$ cat src/common/irq_pkg.sv
/*
 * shared constants and types of the cascaded interrupt controller:
 * i/o port addresses, command word bit positions, reset values, state codes.
 * assumes an 8-bit i/o port space addressed by a 16-bit port number.
 */
package irq_pkg;

   // i/o port numbers
   localparam logic [15:0] MASTER_CMD_ADDR  = 16'h0020;
   localparam logic [15:0] MASTER_MASK_ADDR = 16'h0021;
   localparam logic [15:0] SLAVE_CMD_ADDR   = 16'h00A0;
   localparam logic [15:0] SLAVE_MASK_ADDR  = 16'h00A1;
   localparam logic [15:0] MASTER_TRIG_ADDR = 16'h04D0;
   localparam logic [15:0] SLAVE_TRIG_ADDR  = 16'h04D1;

   // command word bit positions
   localparam int FIRST_INIT_BIT   = 4;
   localparam int FIRST_LEVEL_BIT  = 3;
   localparam int FIRST_SINGLE_BIT = 1;
   localparam int FIRST_WORD4_BIT  = 0;
   localparam int ICW4_AEOI_BIT = 1;
   localparam int OCW_SEL_HI    = 4;
   localparam int OCW_SEL_LO    = 3;
   localparam int OCW2_SL_BIT   = 6;
   localparam int OCW2_EOI_BIT  = 5;
   localparam int OCW3_RR_BIT   = 1;
   localparam int OCW3_RIS_BIT  = 0;
   localparam logic [1:0] OCW2_SEL = 2'h0;
   localparam logic [1:0] OCW3_SEL = 2'h1;

   // fixed line assignments inside a bank
   localparam logic [2:0] CASCADE_LINE = 3'h2;
   localparam logic [2:0] DEFAULT_LINE = 3'h7;

   // reset values
   localparam logic [4:0] RESET_VECTOR_BASE = 5'h00;
   localparam logic [7:0] RESET_MASK        = 8'h00;
   localparam logic [7:0] RESET_TRIG        = 8'h00;

   // initialisation sequence, gray along icw2, icw3, icw4
   typedef enum logic [1:0] {
      INIT_READY = 2'h0,
      INIT_ICW2  = 2'h1,
      INIT_ICW3  = 2'h3,
      INIT_ICW4  = 2'h2
   } init_t;

   // acknowledge sequence
   typedef enum logic [0:0] {
      ACK_IDLE  = 1'h0,
      ACK_WAIT2 = 1'h1
   } ack_t;

   typedef struct packed {
      init_t      init;
      logic       bank_trigger_select;
      logic       single;
      logic       ic4;
      logic       aeoi;
      logic [4:0] base;
      logic [7:0] imr;
      logic [7:0] in_service_bits;
      logic       read_isr;
      logic [7:0] trig;
   } bank_t;

   localparam bank_t BANK_RESET = '{INIT_READY, 1'b0, 1'b0, 1'b0, 1'b0,
      RESET_VECTOR_BASE, RESET_MASK, 8'h00, 1'b0, RESET_TRIG};

endpackage

$ cat src/design/req_capture.sv
/*
 * per-line request capture for one bank: rising edge latch or level pass.
 * assumes lines are already active high and synchronous to clk.
 */
`timescale 1ns/1ps
module req_capture #(
   parameter int N = 8
) (
   // clock and reset
   input  wire logic         clk,
   input  wire logic         rst,
   // lines and control
   input  wire logic [N-1:0] line,
   input  wire logic [N-1:0] level_mode,
   input  wire logic [N-1:0] clr,
   // pending requests
   output logic      [N-1:0] irr
);
   typedef struct packed {
      logic [N-1:0] prev;
      logic [N-1:0] armed;
   } cap_t;

   cap_t q, d;

   if (N < 1) begin : g_bad_n
      $error("req_capture needs at least one line");
   end

   // a new edge wins over a clear in the same cycle
   always_comb begin
      d.prev  = line;
      d.armed = (q.armed & ~clr) | (line & ~q.prev);
   end

   always_ff @(posedge clk) begin
      if (rst) begin
         q <= '0;
      end else begin
         q <= d;
      end
   end

   // an edge request vanishes once its line drops again
   for (genvar i = 0; i < N; i++) begin : g_line
      assign irr[i] = level_mode[i] ? line[i] : (q.armed[i] & line[i]);
   end
endmodule

$ cat src/design/prio_pick.sv
/*
 * fully nested priority pick for one bank: line 0 highest, line 7 lowest.
 * assumes req is already masked; pure combinational.
 */
`timescale 1ns/1ps
module prio_pick (
   // inputs
   input  wire logic [7:0] req,
   input  wire logic [7:0] in_service_bits,
   // choice
   output logic            any,
   output logic      [2:0] idx
);
   // a line in service blocks itself and all lower priorities
   always_comb begin
      logic blocked;
      blocked = 1'b0;
      any     = 1'b0;
      idx     = 3'h0;
      for (int i = 0; i < 8; i++) begin
         blocked = blocked | in_service_bits[i];
         if (!blocked && !any && req[i]) begin
            any = 1'b1;
            idx = 3'(i);
         end
      end
   end
endmodule

$ cat src/design/cascade_irq.sv
/*
 * two cascaded interrupt controller banks with i/o ports, trigger select,
 * acknowledge sequence and vector delivery.
 * assumes all inputs are synchronous to clk; io_wr and io_rd are one-cycle
 * strobes; the processor gives two acknowledge strobes per interrupt.
 */
`timescale 1ns/1ps
module cascade_irq #(
   parameter int PER_LINE = 1
) (
   // clock and reset
   input  wire logic        clk,
   input  wire logic        rst,
   // i/o port access
   input  wire logic [15:0] io_addr,
   input  wire logic [7:0]  io_wdata,
   input  wire logic        io_wr,
   input  wire logic        io_rd,
   output logic      [7:0]  io_rdata,
   // request sources
   input  wire logic [15:0] irq_ext,
   input  wire logic        timer_out,
   input  wire logic        coproc_error_request_line,
   input  wire logic        coproc_error_int,
   input  wire logic        coproc_internal_en,
   input  wire logic        mouse_request_line,
   input  wire logic        mouse_int,
   input  wire logic        mouse_internal_en,
   // processor side
   input  wire logic        acknowledge_strobe_n,
   output logic             cpu_int,
   output logic      [7:0]  vector,
   output logic             vector_valid
);
   typedef struct packed {
      irq_pkg::bank_t [1:0] bank;
      irq_pkg::ack_t        ack;
      logic                 ack_prev;
      logic                 sel_slave;
      logic                 dflt_m;
      logic                 dflt_s;
      logic [2:0]           m_idx;
      logic [2:0]           s_idx;
      logic [7:0]           rdata;
      logic [7:0]           vec;
      logic                 vec_valid;
      logic                 int_out;
   } state_t;

   state_t q, d;

   logic [1:0][7:0] raw;
   logic [1:0][7:0] line_eff;
   logic [1:0][7:0] lvl;
   logic [1:0][7:0] clr;
   logic [1:0][7:0] irr;
   logic [1:0][7:0] req;
   logic [1:0]      any;
   logic [1:0][2:0] idx;
   logic            s_int;
   logic            ack_fall;

   if (PER_LINE != 0 && PER_LINE != 1) begin : g_bad_variant
      $error("PER_LINE must be 0 or 1");
   end

   // slave output drops during an acknowledge so a new one gives an edge
   assign s_int    = any[1] && (q.ack == irq_pkg::ACK_IDLE);
   assign ack_fall = q.ack_prev && !acknowledge_strobe_n;

   // line routing: timer on 0, slave on 2, optional internal 12 and 13
   assign raw[0] = {irq_ext[7:3], s_int, irq_ext[1], timer_out};
   assign raw[1] = {irq_ext[15:14],
                    coproc_internal_en ? coproc_error_int
                                       : coproc_error_request_line,
                    mouse_internal_en ? mouse_int : mouse_request_line,
                    irq_ext[11:8]};

   // per-bank capture and priority pick
   for (genvar b = 0; b < 2; b++) begin : g_bank
      // per-line level mode is active low, bank level mode active high
      assign lvl[b] = (PER_LINE != 0) ? q.bank[b].trig
                                      : {8{q.bank[b].bank_trigger_select}};
      assign line_eff[b] = (PER_LINE != 0) ? (raw[b] ^ q.bank[b].trig)
                                           : raw[b];
      assign req[b] = irr[b] & ~q.bank[b].imr;

      req_capture #(
         .N (8)
      ) u_cap (
         .clk        (clk),
         .rst        (rst),
         .line       (line_eff[b]),
         .level_mode (lvl[b]),
         .clr        (clr[b]),
         .irr        (irr[b])
      );

      prio_pick u_pick (
         .req (req[b]),
         .in_service_bits (q.bank[b].in_service_bits),
         .any (any[b]),
         .idx (idx[b])
      );
   end

   // next state: port writes first, acknowledge last so a set wins
   always_comb begin
      logic        found;
      logic [15:0] cmd_a;
      logic [15:0] mask_a;
      logic [15:0] trig_a;
      found        = 1'b0;
      cmd_a        = 16'h0000;
      mask_a       = 16'h0000;
      trig_a       = 16'h0000;
      d            = q;
      clr          = '0;
      d.ack_prev   = acknowledge_strobe_n;
      d.vec_valid  = 1'b0;

      for (int b = 0; b < 2; b++) begin
         cmd_a  = (b == 0) ? irq_pkg::MASTER_CMD_ADDR : irq_pkg::SLAVE_CMD_ADDR;
         mask_a = (b == 0) ? irq_pkg::MASTER_MASK_ADDR : irq_pkg::SLAVE_MASK_ADDR;
         trig_a = (b == 0) ? irq_pkg::MASTER_TRIG_ADDR : irq_pkg::SLAVE_TRIG_ADDR;
         found  = 1'b0;
         // command port: init word, end command, read select
         if (io_wr && io_addr == cmd_a) begin
            if (io_wdata[irq_pkg::FIRST_INIT_BIT]) begin
               d.bank[b].init     = irq_pkg::INIT_ICW2;
               d.bank[b].bank_trigger_select = io_wdata[irq_pkg::FIRST_LEVEL_BIT];
               d.bank[b].single   = io_wdata[irq_pkg::FIRST_SINGLE_BIT];
               d.bank[b].ic4      = io_wdata[irq_pkg::FIRST_WORD4_BIT];
               d.bank[b].aeoi     = 1'b0;
               d.bank[b].imr      = irq_pkg::RESET_MASK;
               d.bank[b].in_service_bits      = 8'h00;
               d.bank[b].read_isr = 1'b0;
               clr[b]             = 8'hFF;
            end else if (io_wdata[irq_pkg::OCW_SEL_HI:irq_pkg::OCW_SEL_LO]
                         == irq_pkg::OCW2_SEL) begin
               if (io_wdata[irq_pkg::OCW2_EOI_BIT]) begin
                  if (io_wdata[irq_pkg::OCW2_SL_BIT]) begin
                     d.bank[b].in_service_bits[io_wdata[2:0]] = 1'b0;
                  end else begin
                     // non-specific: the lowest-numbered (highest priority) bit in service goes
                     for (int j = 0; j < 8; j++) begin
                        if (!found && q.bank[b].in_service_bits[j]) begin
                           d.bank[b].in_service_bits[j] = 1'b0;
                           found            = 1'b1;
                        end
                     end
                  end
               end
            end else if (io_wdata[irq_pkg::OCW_SEL_HI:irq_pkg::OCW_SEL_LO]
                         == irq_pkg::OCW3_SEL) begin
               if (io_wdata[irq_pkg::OCW3_RR_BIT]) begin
                  d.bank[b].read_isr = io_wdata[irq_pkg::OCW3_RIS_BIT];
               end
            end
         end
         // mask port: init sequence words, else the mask
         if (io_wr && io_addr == mask_a) begin
            unique case (q.bank[b].init)
               irq_pkg::INIT_READY: begin
                  d.bank[b].imr = io_wdata;
               end
               irq_pkg::INIT_ICW2: begin
                  d.bank[b].base = io_wdata[7:3];
                  if (!q.bank[b].single) begin
                     d.bank[b].init = irq_pkg::INIT_ICW3;
                  end else if (q.bank[b].ic4) begin
                     d.bank[b].init = irq_pkg::INIT_ICW4;
                  end else begin
                     d.bank[b].init = irq_pkg::INIT_READY;
                  end
               end
               irq_pkg::INIT_ICW3: begin
                  // cascade wiring is fixed, the word only steps the sequence
                  d.bank[b].init = q.bank[b].ic4 ? irq_pkg::INIT_ICW4
                                                 : irq_pkg::INIT_READY;
               end
               irq_pkg::INIT_ICW4: begin
                  d.bank[b].aeoi = io_wdata[irq_pkg::ICW4_AEOI_BIT];
                  d.bank[b].init = irq_pkg::INIT_READY;
               end
            endcase
         end
         // per-line trigger select exists only in that variant
         if (PER_LINE != 0 && io_wr && io_addr == trig_a) begin
            d.bank[b].trig = io_wdata;
         end
      end

      // read data is registered; unmapped ports read zero
      if (io_rd) begin
         unique case (io_addr)
            irq_pkg::MASTER_CMD_ADDR:
               d.rdata = q.bank[0].read_isr ? q.bank[0].in_service_bits : irr[0];
            irq_pkg::SLAVE_CMD_ADDR:
               d.rdata = q.bank[1].read_isr ? q.bank[1].in_service_bits : irr[1];
            irq_pkg::MASTER_MASK_ADDR: d.rdata = q.bank[0].imr;
            irq_pkg::SLAVE_MASK_ADDR:  d.rdata = q.bank[1].imr;
            irq_pkg::MASTER_TRIG_ADDR:
               d.rdata = (PER_LINE != 0) ? q.bank[0].trig : 8'h00;
            irq_pkg::SLAVE_TRIG_ADDR:
               d.rdata = (PER_LINE != 0) ? q.bank[1].trig : 8'h00;
            default: d.rdata = 8'h00;
         endcase
      end

      // acknowledge sequence
      unique case (q.ack)
         irq_pkg::ACK_IDLE: begin
            if (ack_fall) begin
               d.ack       = irq_pkg::ACK_WAIT2;
               d.sel_slave = 1'b0;
               d.dflt_m    = 1'b0;
               d.dflt_s    = 1'b0;
               if (any[0] && idx[0] == irq_pkg::CASCADE_LINE
                   && !q.bank[0].single) begin
                  // slave requests take the master line 2 slot
                  d.sel_slave                              = 1'b1;
                  d.m_idx                                  = idx[0];
                  d.bank[0].in_service_bits[irq_pkg::CASCADE_LINE]     = 1'b1;
                  clr[0][irq_pkg::CASCADE_LINE]            = 1'b1;
                  if (any[1]) begin
                     d.s_idx                 = idx[1];
                     d.bank[1].in_service_bits[idx[1]]   = 1'b1;
                     clr[1][idx[1]]          = 1'b1;
                  end else begin
                     d.s_idx  = irq_pkg::DEFAULT_LINE;
                     d.dflt_s = 1'b1;
                  end
               end else if (any[0]) begin
                  d.m_idx               = idx[0];
                  d.bank[0].in_service_bits[idx[0]] = 1'b1;
                  clr[0][idx[0]]        = 1'b1;
               end else begin
                  // request vanished before the strobe: no bit in service
                  d.m_idx  = irq_pkg::DEFAULT_LINE;
                  d.dflt_m = 1'b1;
               end
            end
         end
         irq_pkg::ACK_WAIT2: begin
            if (ack_fall) begin
               d.ack       = irq_pkg::ACK_IDLE;
               d.vec_valid = 1'b1;
               if (q.sel_slave) begin
                  d.vec = {q.bank[1].base, q.s_idx};
               end else begin
                  d.vec = {q.bank[0].base, q.m_idx};
               end
               // automatic end of service clears at the second strobe
               if (q.bank[0].aeoi && !q.dflt_m) begin
                  d.bank[0].in_service_bits[q.m_idx] = 1'b0;
               end
               if (q.bank[1].aeoi && q.sel_slave && !q.dflt_s) begin
                  d.bank[1].in_service_bits[q.s_idx] = 1'b0;
               end
            end
         end
      endcase

      d.int_out = any[0] && (d.ack == irq_pkg::ACK_IDLE);
   end

   always_ff @(posedge clk) begin
      if (rst) begin
         q      <= '0;
         q.bank <= {irq_pkg::BANK_RESET, irq_pkg::BANK_RESET};
      end else begin
         q <= d;
      end
   end

   assign io_rdata     = q.rdata;
   assign cpu_int      = q.int_out;
   assign vector       = q.vec;
   assign vector_valid = q.vec_valid;
endmodule

$ cat config.mk
export PLATFORM = sky130hd
export DESIGN_NAME = cascade_irq
export DESIGN_NICKNAME = d
export VERILOG_FILES = /design/src/common/irq_pkg.sv /design/src/design/req_capture.sv /design/src/design/prio_pick.sv /design/src/design/cascade_irq.sv
export SDC_FILE = /design/constraint.sdc
export NUM_CORES = 1
export LEC_CHECK = 0
export BUFFER_PORTS_ARGS = -buffer_cell sky130_fd_sc_hd__clkbuf_2
export CORE_ASPECT_RATIO = 1.1
export CORE_MARGIN = 1.5
export CORE_UTILIZATION = 60
export CTS_CLUSTER_SIZE = 14
export DETAILED_ROUTE_END_ITERATION = 12
export PLACE_DENSITY = 0.81
export SLEW_MARGIN = 5
export SYNTH_ARGS = -nofsm -noshare
export SYNTH_HDL_FRONTEND = slang
export SYNTH_HIERARCHICAL = 1
export SYNTH_SLANG_ARGS = --single-unit
export TNS_END_PERCENT = 5
$ cat constraint.sdc
create_clock -name clk -period 6.34 [get_ports clk]
set_input_delay 0.317 -clock clk [delete_from_list [all_inputs] [get_ports clk]]
set_output_delay 0.317 -clock clk [all_outputs]
set_load 0.005 [all_outputs]
; ---- Word-level counts from Yosys, hierarchy flattened
; Cells that the tools add are included.
[word_totals]
wordCells = 477
n_memories = 0
out_inout_bits = 18
ramBits = 0
mem_bits_ro = 0
latchBits = 0
reg_bits = 133
in_bits = 52
[op_classes]
mux = 232
reduce_logical = 126
addsub = 0
n_eq_ne = 15
n_lt_le_gt_ge = 10
n_shift = 0
bitwise = 59
div = 0
mul = 0
[ops]
columns = operator, count
row1 = 2-to-1 mux 8 bit, 28
row2 = 2-to-1 mux 1 bit, 154
row3 = AND 8 bit, 10
row4 = inverter 8 bit, 9
row5 = logical AND 1 bit, 63
row6 = zero test 1 bit, 48
row7 = OR 8 bit, 6
row8 = one-hot mux 8 bit (6 select lines), 1
row9 = 2-to-1 mux 17 bit, 2
row10 = 2-to-1 mux 3 bit, 11
row11 = "== test 16 x 11 -> 1 bit, second input constant", 2
row12 = "== test 16 x 6 -> 1 bit, second input constant", 2
row13 = "== test 16 x 8 -> 1 bit, second input constant", 2
row14 = 2-to-1 mux 16 bit, 2
row15 = one-hot mux 8 bit (2 select lines), 2
row16 = 2-to-1 mux 14 bit, 2
row17 = 2-to-1 mux 2 bit, 12
row18 = 2-to-1 mux 6 bit, 4
row19 = "< comparator 3 x 4 -> 1 bit, second input constant", 5
row20 = 2-to-1 mux 5 bit, 4
row21 = 2-to-1 mux 9 bit, 2
row22 = AND 1 bit, 16
row23 = XOR 8 bit, 2
row24 = demux 1 bit (select 3 bit), 5
row25 = 15 further kinds, 48

; ---- Longest topological paths before layout
[depth]
word_depth = 82
depth_mapped = 22

; ---- Hierarchy
; The synthesis kept the hierarchy.
[modules_own_cells]
columns = module, cells_each, instances, area_per_inst_um2
row1 = cascade_irq, 668, 1, 5425.2
row2 = req_capture, 57, 2, 624.3
row3 = prio_pick, 28, 2, 147.6

; ---- Worst setup path after synthesis
; OpenSTA, ideal clock, no wires.
[synth_timing]
path_kind = input port to flip-flop
from = in coproc_internal_en
to = reg g_bank[1].u_cap/q[2] (netlist bit)
required_time_ns = 6.225
slack_ns = 2.248
t_arrival_ns = 3.977
path_stages = 21
n_path_buf = 0
cell_sequence = mux2i_1 > xnor2_1 > o21a_1 > nor2b_1 > inv_1 > a21oi_1 > a21oi_1 > o221ai_1 > nand2_1 > xnor2_1 > o21a_1 > nor2b_1 > o21ai_1 > a21oi_1 > nor2b_1 > nor3b_1 > nor2b_1 > nand3_1 > nand2_1 > nand2b_1 > a21oi_2
[synth_rtl]
columns = item, line_no
row1 = from (decl), cascade_irq.sv:25  ; input wire logic coproc_internal_en,
row2 = to (signal assigned), req_capture.sv:38  ; q <= '0;
row3 = to (signal assigned), req_capture.sv:40  ; q <= d;
row4 = to (decl), req_capture.sv:24  ; cap_t q, d;

==> reports/metrics.yaml <==
critical_path:
  critPathRequiredTime_ps: 6610
  cp.arrival_ps: 5210
  cpPeakStageDelay_ps: 470
  startpoint_type: "register"
  end_kind: "register"
  cp-startpoint: "lvl[13]"
  path_class: "register to register"
  reg2reg_slack_ps: 1400
  path_cells: "xnor2_1 > o21a_1 > nor2b_1 > inv_1 > a21oi_1 > a21oi_1 > o221ai_1 > nand2_1 > xnor2_1 > o21a_1 > nor2b_1 > o21ai_1 > a21oi_1 > nor2b_1 > nor3b_1 > buf_4 > nor2b_1 > nand2_1 > nand2_1 > nand2b_1 > a21oi_2"
  cp_max_fo: 9
  slowest_stage: "o221ai_1"
  cpMostUsedCell: "nor2b_1"
  reg2reg_from: "lvl[13]"
logic_synthesis:
  synthArstFlopShare: 0
  synth_common_cells: "131 x dfxtp_1, 90 x nand2_1, 76 x a21oi_1"
  synth_most_common_cell: "dfxtp_1"
  seq_area_frac_synth: 0.376
  synth_top_area_frac: 0.376
  syn_nets: 892
  yosys.area.top_type: "dfxtp_1"
  yosysUniqueCellTypes: 61
  syn-cell-area_um2: 6970
  syn_inst: 838
  synthFlopType: "dfxtp_1"
  avgSynthCellArea_um2: 8.32
  synthTopCellsByArea: "dfxtp_1 38%, mux2i_1 6.8%, a21oi_1 5.5%"
  synth-warning-count: 6
  synth_seq_cells: 131
  synth-edff-count: 0
grt:
  grt_util_met2: 0.536
  grt_overflow_total: 0
  met1_usage: 0.438
  grt_pass1_vias: 6002
  grt_max_degree: 71
  grtUsageTotal: 0.336
  grt_use_met3: 0.0641
  antenna_found_initial: 0
  grt_pass1_wl_mm: 31.4
  top_usage_layer: "met2"
floorplan:
  io_pins: 70
  rows: 41
  die_w_um: 106
  core_um2: 11400
  start_util: 0.612
  fp.dieH_um: 116
  dieArea_um2: 12300
worst_hold_path:
  hold_start: "acknowledge_strobe_n"
  hold_class: "input port to register"
clocking:
  clkSlewWorstSetupHoldPaths_ps: 60
  cts_hold_buf: 0
  cts_max_path_buffers: 2
  postCtsSetupBuffers: 0
  cts_resized: 0
  clkLatencyLatePin_ps: 420
  cts.sinks: 131
  cts-buffers-inserted: 17
  ctsRootBufferMaster: "clkbuf_16"
  h-tree-depth: 4
  cts_tree: "done"
power:
  peakVddDrop_v: 0.000237
  leakagePower_uw: 0.00304
  power_density_nw_per_um2: 263
layout:
  nNetsFinal: 918
  drive_gt1_frac: 0.162
  fin_cells: 1027
  area_growth_pct: 11.8
  diodes: 0
timing:
  fmax_mhz: 202
  tightest_slew_ps: 886
  slew_headroom: 0.405
  finalSetupViolations: 0
  fin_skew_ps: 9.24
  rsz0062_at_grt: "false"
  setup-tns-final_ps: 0
  min_period_ps: 4940
  hold_viol: 0
  drv_slew: 0
  fin_crit_sh: 0.779
flow_run:
  drv_cap: 0
route:
  totalWireLength_mm: 20.4
  drt_pre_antenna_iters: 5
  post_drt_wl_per_cell_um: 19.9
  num_vias: 6477
  via_per_inst: 6.31
  antenna_left: 0
  drcViolationCount: 0
  drt_iter0_drc: 635
run_status:
  status: "finished, final reports clean"
placed_design:
  dp.cells: 995
  globalplace.congestion: 1.00
  hpwlAfterDp_mm: 14.7
  io_buffers: 65
critical path: cells and delay by family (launching register included):
kind                      cells  cell delay (ps)
buffers and inverters         2              330
and+or+nand+nor               9             1830
xor gates and xnor gates      2              520
AOI/OAI and AO/OA             8             1780
DFF                           1              360
through the flow:
stage          hold slack (ps)  setup slack (ps)  instance area (µm²)  total power [µW]   util
6_report                   121              1400                 7790              2050  0.684
5_1_grt                    155              1010                 7790              2110  0.684
4_1_cts                    119              1550                 7790              2050  0.684
3_5_place_dp               465              1380                 7210              1090  0.633
3_3_place_gp               461              1460                 7210              1080  0.633
2_1_floorplan              443              2250                 6970              1030      -
flip-flops by register name (all words and copies together) (netlist names):
name and flops:
lvl 16, vector 8, cpu_int 1, g_bank.u_cap/q 32, q 65, io_rdata 8
vector_valid 1
worst paths after layout:
kind | end | cells after the start
worst max-delay path | g_bank[1].u_cap/q[3] | 21
worst min-delay path | q[27] | 2
worst max register to register | g_bank[1].u_cap/q[3] | 21
worst min register to register | io_rdata[5] | 2
cells in the final DEF, fill, tap and decap left out, types with 6 or more instances in the layout:
master / synthesis / layout
dfxtp_1: 131 / 131
inv_1: 13 / 13
o21ai_0: 22 / 22
a211oi_1: 10 / 10
and2b_1: 12 / 12
xor2_1: 13 / 13
a222oi_1: 8 / 8
a22o_1: 8 / 8
nand2_1: 90 / 90
or4_1: 8 / 8
a21oi_1: 76 / 76
nand4b_1: 7 / 7
o21a_1: 16 / 16
mux2_2: 8 / 8
mux2i_1: 47 / 47
clkinvlp_4: 0 / 6
and3_1: 9 / 9
o31a_1: 7 / 7
nand4_1: 8 / 8
nor4_1: 6 / 6
a21oi_2: 16 / 16
nor3b_1: 7 / 7
clkbuf_16: 0 / 17
nand2b_1: 41 / 41
clkbuf_2: 0 / 64
nand3_1: 32 / 32
nor2b_1: 27 / 27
nor3_1: 20 / 20
nor2_1: 61 / 61
where the power goes:
part	internal [µW]	switching (µW)
Clock	598	372
Combinational	81.9	134
Sequential	847	17.2
Total	1530	523
layout make-up:
class	count	area, µm²
Multi-Input combinational cell	632	3990
Fill cell	957	3590
Sequential cell	131	2620
Clock buffer	20	457
Timing Repair Buffer	69	358
Tap cell	150	188
Clock inverter	12	133
Inverter	13	48.8
kinds of logic (layout without fill, tap and decap cells):
logic type               count (synthesis)  in the layout  synth area share
AND/OR/NAND/NOR                        367            367             0.289
AO/OA/AOI/OAI                          192            192             0.180
flip-flops                             131            131             0.376
buffers and inverters                   75            114            0.0513
multiplexers                            55             55            0.0804
XOR/XNOR                                16             16            0.0201
adder cells (fa/ha/maj)                  2              2           0.00359
metal layers:
metal | up-vias | share of wire | wire length, µm
li1 | 3041 | - | -
met1 | 3046 | 0.43 | 8760
met2 | 324 | 0.45 | 9250
met3 | 66 | 0.074 | 1510
met4 | 0 | 0.045 | 928
met5 | - | 0 | 0
(Power assumes the default switching activity.)
